`src/core/dram_mode_pkg.sv`:
```
// constants, field layouts and carrier types of the mode register subset
// assumes one clock domain; the controller logic shares mclk
//
// Overview of operation
// - activate code: 0 unknown, 1..6 mean 700K down to 200K, 7 reserved.
// - read-only bit 3 set means activates between refreshes are unlimited.
// - while the unlimited flag is one the activate code reads zero.
// - bit 7 one enables targeted row refresh, zero disables, reset disables.
// - a read-only byte shows per bank whether a repair resource remains.
// - any byte written to the test register at 1eh is taken and ignored.
// - the first pattern resets to 5ah and a later write may replace it.
// - calibration command 1000011b sends the first pattern, then the second.
// - each pattern byte goes low bit first on all data lanes, and on the mask pins when read inversion is on.
// - two invert registers invert data lanes, never the mask pins.
package dram_mode_pkg;

  localparam int ADDR_W = 6;
  localparam int BYTE_W = 8;
  localparam int BANKS = 8;
  localparam int DQ_LANES = 16;
  localparam int MASK_LANES = 2;
  localparam int CAL_BITS = 16;
  localparam int CAL_CNT_W = 5;

  localparam logic [ADDR_W-1:0] ADDR_LANE_INV_LOW = 6'h0f;
  localparam logic [ADDR_W-1:0] ADDR_LANE_INV_HIGH = 6'h14;
  localparam logic [ADDR_W-1:0] ADDR_ACT_TRR = 6'h18;
  localparam logic [ADDR_W-1:0] ADDR_REPAIR = 6'h19;
  localparam logic [ADDR_W-1:0] ADDR_TEST = 6'h1e;
  localparam logic [ADDR_W-1:0] ADDR_CAL_FIRST = 6'h20;
  localparam logic [ADDR_W-1:0] ADDR_CAL_SECOND = 6'h28;

  localparam int TRR_ENABLE_BIT = 7;
  localparam int TRR_BANK_LSB = 4;
  localparam int TRR_BANK_MSB = 6;
  localparam int UNLIMITED_BIT = 3;

  localparam logic [2:0] ACT_CODE_UNKNOWN = 3'h0;
  localparam logic [2:0] ACT_CODE_RESERVED = 3'h7;
  localparam logic TRR_ENABLE_RESET = 1'b0;
  localparam logic [2:0] TRR_BANK_RESET = 3'h0;
  localparam logic [BYTE_W-1:0] CAL_FIRST_RESET = 8'h5a;
  localparam logic [BYTE_W-1:0] CAL_SECOND_RESET = 8'h3c;
  localparam logic [BYTE_W-1:0] LANE_INV_RESET = 8'h00;
  localparam logic [BYTE_W-1:0] READ_ZERO = 8'h00;

  localparam logic [6:0] MPC_READ_CAL_OP = 7'h43;
  localparam logic [CAL_CNT_W-1:0] CAL_CNT_FIRST = 5'h01;
  localparam logic [CAL_CNT_W-1:0] CAL_CNT_LAST = 5'h10;

  typedef enum logic [1:0] {
    CMD_WRITE = 2'h0,
    CMD_READ  = 2'h1,
    CMD_MPC   = 2'h2,
    CMD_NONE  = 2'h3
  } cmd_kind_t;

  typedef struct packed {
    logic              valid;
    cmd_kind_t         kind;
    logic [ADDR_W-1:0] addr;
    logic [BYTE_W-1:0] op;
  } cmd_t;

  typedef struct packed {
    logic              valid;
    logic [BYTE_W-1:0] data;
  } read_answer_t;

  typedef enum logic [1:0] {
    CAL_IDLE  = 2'b00,
    CAL_SHIFT = 2'b01
  } cal_state_t;

endpackage

```
`src/core/mode_reg_byte.sv`:
```
// one writable mode register byte with a fixed value after reset
// assumes write enable and data come from logic on mclk
`timescale 1ns/10ps
module mode_reg_byte #(
  parameter int         WIDTH       = 8,
  parameter logic [7:0] RESET_VALUE = 8'h00
) (
  input  wire logic             mclk,
  input  wire logic             resetn,
  input  wire logic             write_en,
  input  wire logic [WIDTH-1:0] write_data,
  output logic      [WIDTH-1:0] value
);

  always_ff @(posedge mclk or negedge resetn) begin
    if (!resetn) begin
      value <= RESET_VALUE[WIDTH-1:0];
    end else if (write_en) begin
      value <= write_data;
    end
  end

endmodule

```
`src/core/lane_serializer.sv`:
```
// one output lane of the calibration readout, low bit first
// assumes load and shift are never high together
`timescale 1ns/10ps
module lane_serializer #(
  parameter int WIDTH = 16
) (
  input  wire logic             mclk,
  input  wire logic             resetn,
  input  wire logic             load,
  input  wire logic             shift,
  input  wire logic             invert,
  input  wire logic [WIDTH-1:0] pattern,
  output logic                  bit_out
);

  logic [WIDTH-1:0] stored;
  logic [WIDTH-1:0] loaded;

  assign loaded = pattern ^ {WIDTH{invert}};

  // first bit leaves on the load edge, the rest one per shift
  always_ff @(posedge mclk or negedge resetn) begin
    if (!resetn) begin
      stored  <= '0;
      bit_out <= 1'b0;
    end else if (load) begin
      stored  <= loaded >> 1;
      bit_out <= loaded[0];
    end else if (shift) begin
      stored  <= stored >> 1;
      bit_out <= stored[0];
    end
  end

endmodule

```
`src/core/dram_mode_regs.sv`:
```
// mode register subset: activate capability, targeted row refresh control,
// repair resource readout, ignored test register and read calibration
// assumes the controller drives cmd on mclk and keeps mode register timing
`timescale 1ns/10ps
module dram_mode_regs #(
  parameter logic [2:0] MAX_ACTIVATE_CODE = 3'h0,
  parameter logic       UNLIMITED_ACTIVATE = 1'b0
) (
  input  wire logic                                        mclk,
  input  wire logic                                        resetn,
  input  wire dram_mode_pkg::cmd_t                         cmd,
  input  wire logic [dram_mode_pkg::BANKS-1:0]             repair_available,
  input  wire logic                                        dbi_read_enable,
  output dram_mode_pkg::read_answer_t                      read_answer,
  output logic                                             targeted_row_refresh_enable,
  output logic [2:0]                                       targeted_row_refresh_bank,
  output logic [dram_mode_pkg::DQ_LANES-1:0]               dq_out,
  output logic                                             dq_oe,
  output logic [dram_mode_pkg::MASK_LANES-1:0]             mask_inversion_pin_out,
  output logic                                             mask_inversion_pin_oe,
  output logic                                             cal_busy
);

  localparam int BW = dram_mode_pkg::BYTE_W;
  localparam int LANES = dram_mode_pkg::DQ_LANES + dram_mode_pkg::MASK_LANES;
  localparam int BANK_MSB = dram_mode_pkg::TRR_BANK_MSB;
  localparam int BANK_LSB = dram_mode_pkg::TRR_BANK_LSB;

  logic                                  is_write;
  logic                                  is_read;
  logic                                  is_cal_start;
  logic                                  write_inv_low;
  logic                                  write_inv_high;
  logic                                  write_cal_first;
  logic                                  write_cal_second;
  logic                                  write_act_trr;
  logic [BW-1:0]                         lane_inv_low;
  logic [BW-1:0]                         lane_inv_high;
  logic [BW-1:0]                         read_cal_pattern_first;
  logic [BW-1:0]                         read_cal_pattern_second;
  logic [2:0]                            max_activate_count;
  logic                                  unlimited_activate_flag;
  logic [BW-1:0]                         next_read_data;
  logic [dram_mode_pkg::CAL_BITS-1:0]    cal_pattern;
  logic [LANES-1:0]                      lane_invert;
  logic [LANES-1:0]                      lane_bits;
  logic                                  cal_load;
  logic                                  cal_shift;
  logic                                  cal_last;
  logic [dram_mode_pkg::CAL_CNT_W-1:0]   cal_count;
  dram_mode_pkg::cal_state_t             cal_state;

  // command decode
  assign is_write = cmd.valid && (cmd.kind == dram_mode_pkg::CMD_WRITE);
  assign is_read = cmd.valid && (cmd.kind == dram_mode_pkg::CMD_READ);
  assign is_cal_start = cmd.valid
                     && (cmd.kind == dram_mode_pkg::CMD_MPC)
                     && (cmd.op[6:0] == dram_mode_pkg::MPC_READ_CAL_OP)
                     && (cal_state == dram_mode_pkg::CAL_IDLE);

  assign write_inv_low = is_write
                      && (cmd.addr == dram_mode_pkg::ADDR_LANE_INV_LOW);
  assign write_inv_high = is_write
                       && (cmd.addr == dram_mode_pkg::ADDR_LANE_INV_HIGH);
  assign write_cal_first = is_write
                        && (cmd.addr == dram_mode_pkg::ADDR_CAL_FIRST);
  assign write_cal_second = is_write
                         && (cmd.addr == dram_mode_pkg::ADDR_CAL_SECOND);
  assign write_act_trr = is_write
                      && (cmd.addr == dram_mode_pkg::ADDR_ACT_TRR);
  // a write to the test address matches no register enable at all

  // activate capability is fixed by the part; reserved code reads unknown
  always_comb begin
    unlimited_activate_flag = UNLIMITED_ACTIVATE;
    if (UNLIMITED_ACTIVATE) begin
      max_activate_count = dram_mode_pkg::ACT_CODE_UNKNOWN;
    end else if (MAX_ACTIVATE_CODE == dram_mode_pkg::ACT_CODE_RESERVED) begin
      max_activate_count = dram_mode_pkg::ACT_CODE_UNKNOWN;
    end else begin
      max_activate_count = MAX_ACTIVATE_CODE;
    end
  end

  // targeted row refresh control; low nibble of the write is dropped
  always_ff @(posedge mclk or negedge resetn) begin
    if (!resetn) begin
      targeted_row_refresh_enable <= dram_mode_pkg::TRR_ENABLE_RESET;
      targeted_row_refresh_bank   <= dram_mode_pkg::TRR_BANK_RESET;
    end else if (write_act_trr) begin
      targeted_row_refresh_enable <=
        cmd.op[dram_mode_pkg::TRR_ENABLE_BIT];
      targeted_row_refresh_bank <=
        cmd.op[BANK_MSB:BANK_LSB];
    end
  end

  mode_reg_byte #(
    .WIDTH       (BW),
    .RESET_VALUE (dram_mode_pkg::LANE_INV_RESET)
  ) u_lane_inv_low (
    .mclk       (mclk),
    .resetn     (resetn),
    .write_en   (write_inv_low),
    .write_data (cmd.op),
    .value      (lane_inv_low)
  );

  mode_reg_byte #(
    .WIDTH       (BW),
    .RESET_VALUE (dram_mode_pkg::LANE_INV_RESET)
  ) u_lane_inv_high (
    .mclk       (mclk),
    .resetn     (resetn),
    .write_en   (write_inv_high),
    .write_data (cmd.op),
    .value      (lane_inv_high)
  );

  mode_reg_byte #(
    .WIDTH       (BW),
    .RESET_VALUE (dram_mode_pkg::CAL_FIRST_RESET)
  ) u_cal_first (
    .mclk       (mclk),
    .resetn     (resetn),
    .write_en   (write_cal_first),
    .write_data (cmd.op),
    .value      (read_cal_pattern_first)
  );

  mode_reg_byte #(
    .WIDTH       (BW),
    .RESET_VALUE (dram_mode_pkg::CAL_SECOND_RESET)
  ) u_cal_second (
    .mclk       (mclk),
    .resetn     (resetn),
    .write_en   (write_cal_second),
    .write_data (cmd.op),
    .value      (read_cal_pattern_second)
  );

  // read mux; write-only bits and unmapped addresses read as zero
  always_comb begin
    next_read_data = dram_mode_pkg::READ_ZERO;
    case (cmd.addr)
      dram_mode_pkg::ADDR_ACT_TRR: begin
        next_read_data[dram_mode_pkg::UNLIMITED_BIT] =
          unlimited_activate_flag;
        next_read_data[2:0] = max_activate_count;
      end
      dram_mode_pkg::ADDR_REPAIR: begin
        next_read_data = repair_available;
      end
      dram_mode_pkg::ADDR_TEST: begin
        next_read_data = dram_mode_pkg::READ_ZERO;
      end
      default: begin
        next_read_data = dram_mode_pkg::READ_ZERO;
      end
    endcase
  end

  always_ff @(posedge mclk or negedge resetn) begin
    if (!resetn) begin
      read_answer.valid <= 1'b0;
      read_answer.data  <= dram_mode_pkg::READ_ZERO;
    end else begin
      read_answer.valid <= is_read;
      if (is_read) begin
        read_answer.data <= next_read_data;
      end
    end
  end

  // calibration readout sequencer
  assign cal_last = (cal_count == dram_mode_pkg::CAL_CNT_LAST);
  assign cal_load = is_cal_start;
  assign cal_shift = (cal_state == dram_mode_pkg::CAL_SHIFT) && !cal_last;

  always_ff @(posedge mclk or negedge resetn) begin
    if (!resetn) begin
      cal_state <= dram_mode_pkg::CAL_IDLE;
      cal_count <= '0;
    end else begin
      case (cal_state)
        dram_mode_pkg::CAL_IDLE: begin
          if (is_cal_start) begin
            cal_state <= dram_mode_pkg::CAL_SHIFT;
            cal_count <= dram_mode_pkg::CAL_CNT_FIRST;
          end
        end
        dram_mode_pkg::CAL_SHIFT: begin
          if (cal_last) begin
            cal_state <= dram_mode_pkg::CAL_IDLE;
            cal_count <= '0;
          end else begin
            cal_count <= cal_count + dram_mode_pkg::CAL_CNT_W'(1);
          end
        end
        default: begin
          cal_state <= dram_mode_pkg::CAL_IDLE;
          cal_count <= '0;
        end
      endcase
    end
  end

  // output enables follow the sequencer; mask pins need read inversion on
  always_ff @(posedge mclk or negedge resetn) begin
    if (!resetn) begin
      dq_oe                 <= 1'b0;
      mask_inversion_pin_oe <= 1'b0;
      cal_busy              <= 1'b0;
    end else if (is_cal_start) begin
      dq_oe                 <= 1'b1;
      mask_inversion_pin_oe <= dbi_read_enable;
      cal_busy              <= 1'b1;
    end else if ((cal_state == dram_mode_pkg::CAL_SHIFT) && cal_last) begin
      dq_oe                 <= 1'b0;
      mask_inversion_pin_oe <= 1'b0;
      cal_busy              <= 1'b0;
    end
  end

  // first pattern leaves first, second pattern is its tail
  assign cal_pattern = {read_cal_pattern_second,
                        read_cal_pattern_first};
  // low invert register covers lanes 7:0, high covers 15:8, mask pins never
  assign lane_invert = {{dram_mode_pkg::MASK_LANES{1'b0}},
                        lane_inv_high,
                        lane_inv_low};

  genvar lane;
  generate
    for (lane = 0; lane < LANES; lane = lane + 1) begin : g_lane
      lane_serializer #(
        .WIDTH (dram_mode_pkg::CAL_BITS)
      ) u_lane (
        .mclk    (mclk),
        .resetn  (resetn),
        .load    (cal_load),
        .shift   (cal_shift),
        .invert  (lane_invert[lane]),
        .pattern (cal_pattern),
        .bit_out (lane_bits[lane])
      );
    end
  endgenerate

  assign dq_out = lane_bits[dram_mode_pkg::DQ_LANES-1:0];
  assign mask_inversion_pin_out =
    lane_bits[LANES-1:dram_mode_pkg::DQ_LANES];

endmodule

```
`config.mk`:
```
export PLATFORM = sky130hd
export DESIGN_NAME = dram_mode_regs
export DESIGN_NICKNAME = d
export VERILOG_FILES = /design/src/core/dram_mode_pkg.sv /design/src/core/mode_reg_byte.sv /design/src/core/lane_serializer.sv /design/src/core/dram_mode_regs.sv
export SDC_FILE = /design/constraint.sdc
export NUM_CORES = 1
export LEC_CHECK = 0
export BUFFER_PORTS_ARGS = -buffer_cell sky130_fd_sc_hd__buf_2
export CELL_PAD_IN_SITES_DETAIL_PLACEMENT = 0
export CELL_PAD_IN_SITES_GLOBAL_PLACEMENT = 1
export CORE_MARGIN = 10
export CORE_UTILIZATION = 44
export CTS_CLUSTER_DIAMETER = 50
export DETAILED_ROUTE_END_ITERATION = 16
export GPL_TIMING_DRIVEN = 0
export HOLD_SLACK_MARGIN = 0.05
export PLACE_DENSITY = 0.83
export SLEW_MARGIN = 30
export SYNTH_ARGS = -nofsm -noshare
export SYNTH_HDL_FRONTEND = slang
export SYNTH_SLANG_ARGS = --single-unit
```
`constraint.sdc`:
```
create_clock -name mclk -period 1.9 [get_ports mclk]
set_clock_uncertainty 0.2 [all_clocks]
set_input_delay 0 -clock mclk [delete_from_list [all_inputs] [get_ports mclk]]
set_output_delay 0 -clock mclk [all_outputs]
set_load 0.05 [all_outputs]
```
==> out/results.tsv <==
stage	metric	value	unit
place	Placed Instances	2366	
cts	Max clock buf depth	3	
sta	RSZ-0062 raised after global routing	yes	
drt	vias per inst	5.46	
synthesis	ranking of synthesized cells by area	dfrtp_1 (48%), xor2_1 (9.3%), nand2_1 (8.2%), a31oi_1 (6.7%), nor2_1 (5.5%)	
global_route	total grt overflow	0	
die	total core area	0.0375	mm^2
drt	final WL	50600	um
pwr	pwr/cell area	1210	mW/mm^2
status	failing checks	setup timing	
layout	most frequent cells in the layout	nand2_1 (364), dfrtp_1 (316), nor2_1 (243)	
place	GPL Wtd Cong	0.827	
die	die area	0.0459	mm^2
hold_path	Hold Crit Class	input port to flip-flop	
sta	Period minus WS final	2150	ps
sta	fmax	464	MHz
synthesis	Ys Warns	0	
setup_path	R2R setup slack	-250	ps
setup_path	critical path class	flip-flop to flip-flop	
setup_path	startpoint types	flip-flop	
pwr	switching part of the total	32.0	%
hold_path	hold path cells	4	
place	hpwl dp	30700	um
cts	H-Tree Depth	2	
synthesis	ys async rst share	100	%
setup_path	Critical Path End Type	flip-flop	
layout	Area growth, synth to finish	20.7	%
place	DP Worst Slack	-841	ps
global_route	global-route wire length before repair	78700	um
setup_path	Worst R2R Path Depth	8	
synthesis	largest family of logic cells by synthesized area	simple AND/OR/NAND/NOR gates	
hold_path	worst hold start	cmd[11]	
pwr	peak supply drop	1050	uV
die	row count	71	
hold_path	Min-Delay Endpoint	targeted_row_refresh_bank[1]$_DFFE_PN0P_	
pwr	clock power share	32.5	%
die	Initial Util	44.3	%
synthesis	XOR/XNOR share of the synthesized area	13.5	%
synthesis	register bit count reported by yosys	325	
synthesis	Synth Area in Simple Gates	15.7	%
cts	CTS tree	yes	
layout	share of layout cells above drive strength 1	18.8	%
pwr	Int Pwr	16.5	mW
sta	worst slew pin tran	1010	ps
global_route	largest net degree at the start of global routing	86	
synthesis	area of the mapped netlist	0.0166	mm^2
synthesis	Post-synth EDFFs	0	
place	I/O Buffers	61	
setup_path	CP required	2110	ps
synthesis	Compound-Gate Fraction of Synth Area	13.0	%
drt	routed vias	13617	
cts	total CTS buffers	41	
layout	Post-Layout Cell Count	2492	
global_route	vias in the first global route	13445	
sta	period utilization	113	%
cts	Root Buffer	clkbuf_16	
drt	DRT Pass-1 Iters	5	
sta	Rel. slew slack	32.3	%
synthesis	dominant cell type by area after synthesis	dfrtp_1	
pwr	combinational share of power	24.6	%
layout	commonest non-fill, non-tap cell in the layout	nand2_1	
synthesis	Synth Flop Type	dfrtp_1	
synthesis	Post-Synth Adder-Cell Area	0.151	%
setup_path	worst r2r dst	g_lane[13].u_lane.stored[12]$_DFFE_PN0P_	
synthesis	Mapped Nets	1820	
global_route	all-layer global routing usage	21.5	%
sta	final slew viol count	0	
cts	Clock Latency Late Sink	550	ps
drt	post-route antenna net violation count	0	
sta	Final Hold Fails	0	
cts	clock sinks	325	
drt	DR WL/cell	20.3	um
synthesis	Yosys top cell area share	47.7	%
global_route	antenna violations before repair	1	
setup_path	Reg-to-Reg Start	cal_count[0]$_DFFE_PN0P_	
setup_path	crit-path max FO	10	
cts	clock transition at the registers of the reported paths	60	ps
pwr	switching pwr	7.78	mW
die	Ports	62	
layout	Diodes inserted	0	
synthesis	sequential area share after synthesis	49.0	%
synthesis	Synth Instances	1790	
synthesis	post-synthesis cell type count	44	
die	Die Ht	214	um
setup_path	WP data arrival	2370	ps
sta	final setup vio count	285	
layout	Final #Nets	1982	
pwr	Flop pwr share	42.9	%
synthesis	Mean Syn Cell Area	9.28	um^2
sta	setup ws final	-253	ps
synthesis	multiplexer share of the synthesized area	2.50	%
die	die outline width	214	um
drt	initial DRC count	1237	
job	max cap viols	0	
layout	post-route cell area	0.0200	mm^2
pwr	leakage	10.1	nW
place	placed inst area	0.0177	mm^2
drt	# DRC	0	
status	status	finished with violations	
[sequential cells by signal, summed over array words and instances (netlist names)]
name	count
cal_busy	1
cal_count	5
cal_state	1
g_lane.u_lane.bit_out	17
g_lane.u_lane.stored	255
mask_inversion_pin_oe	1
read_answer	9
targeted_row_refresh_bank	3
targeted_row_refresh_enable	1
u_cal_first.value	8
u_cal_second.value	8
u_lane_inv_high.value	8
u_lane_inv_low.value	8
[timing repair]
action                                 in CTS  in global routing
hold buffers                               42                  9
buffers inserted                            5                  2
gates resized for setup                    97                120
pin swaps                                   2                  2
endpoints found under the hold margin     374                 45
setup endpoints to repair                 287                313
[Yosys cell counts (8+ instances only)]
master,count
a221o_1,63
a22o_1,8
a22oi_1,15
a31oi_1,179
buf_1,37
buf_2,58
buf_4,20
clkbuf_1,71
dfrtp_1,317
dfstp_2,8
inv_1,19
mux2_2,33
nand2_1,365
nand3_1,21
nor2_1,243
o21ai_0,30
xnor2_1,80
xor2_1,177
[layout make-up]
type | count | area, um^2
inverter | 20 | 78.8
clock buffer | 57 | 1170
fill | 3417 | 17400
timing repair buffer | 121 | 1010
clock inverter | 15 | 190
buffer | 193 | 1310
sequential | 325 | 8140
multi-input combinational | 1250 | 7510
tap | 511 | 639
[through the flow]
stage	util, %	TNS [ps]	hold slack (ps)	total power [mW]
floorplan	-	-395	-496	14.5
global route	53.5	-48890	72.7	25.6
detailed placement	47.3	-144080	-333	16.1
CTS	52.8	-51360	-353	24.3
global placement	46.9	-1984630	20.2	15.9
finish	53.5	-33870	48.1	24.3
[worst max path at each step]
stage | startpoint | endpoint | slack (ps) | depth (start not counted)
2_1_floorplan | cal_count[0]$_DFFE_PN0P_ | g_lane[13].u_lane.stored[11]$_DFFE_PN0P_ | -50 | 8
3_3_place_gp | resetn | g_lane[8].u_lane.stored[8]$_DFFE_PN0P_ | -5750 | 1
3_5_place_dp | cal_count[0]$_DFFE_PN0P_ | g_lane[4].u_lane.stored[14]$_DFFE_PN0P_ | -840 | 8
4_1_cts | cal_count[0]$_DFFE_PN0P_ | g_lane[16].u_lane.stored[13]$_DFFE_PN0P_ | -260 | 9
5_1_grt | cal_count[0]$_DFFE_PN0P_ | g_lane[13].u_lane.stored[12]$_DFFE_PN0P_ | -290 | 8
6_report | cal_count[0]$_DFFE_PN0P_ | g_lane[13].u_lane.stored[12]$_DFFE_PN0P_ | -250 | 8
[logic make-up (layout without fill, tap and decap cells)]
group           count (synthesis)  in the layout
mux                            37             37
compound gates                306            306
fa+ha+maj                       2              2
simple gates                  648            648
flops                         325            325
buf+inv                       215            406
xor+xnor                      257            257
[metal layers]
layer  wire, um  track usage (%)  share of wire [%]  vias up
met2      23000             33.8                 46      439
met5         13                0              0.026        -
met3       3480             4.22                6.9      122
met1      22300             28.7                 44     6758
li1           -                -                  -     6296
met4       1810             8.18                3.6        2
[power by group through the flow]
stage	combinational (mW)	clock, mW	sequential, mW
after floorplan	4.36	0	10.2
after global placement	5.47	0	10.4
after detailed placement	5.66	0	10.5
after CTS	5.92	7.99	10.4
after global routing	6.65	8.30	10.7
final	5.97	7.91	10.4
[worst max-delay path: stages (launching register included)]
cell	delay, ps
dfrtp_2	420
inv_1	60
ha_1	150
nand2_2	80
o31a_1	250
buf_6	170
buf_12	160
buf_6	160
a221o_1	350
No activity file was read; power rests on OpenSTA's default activity.
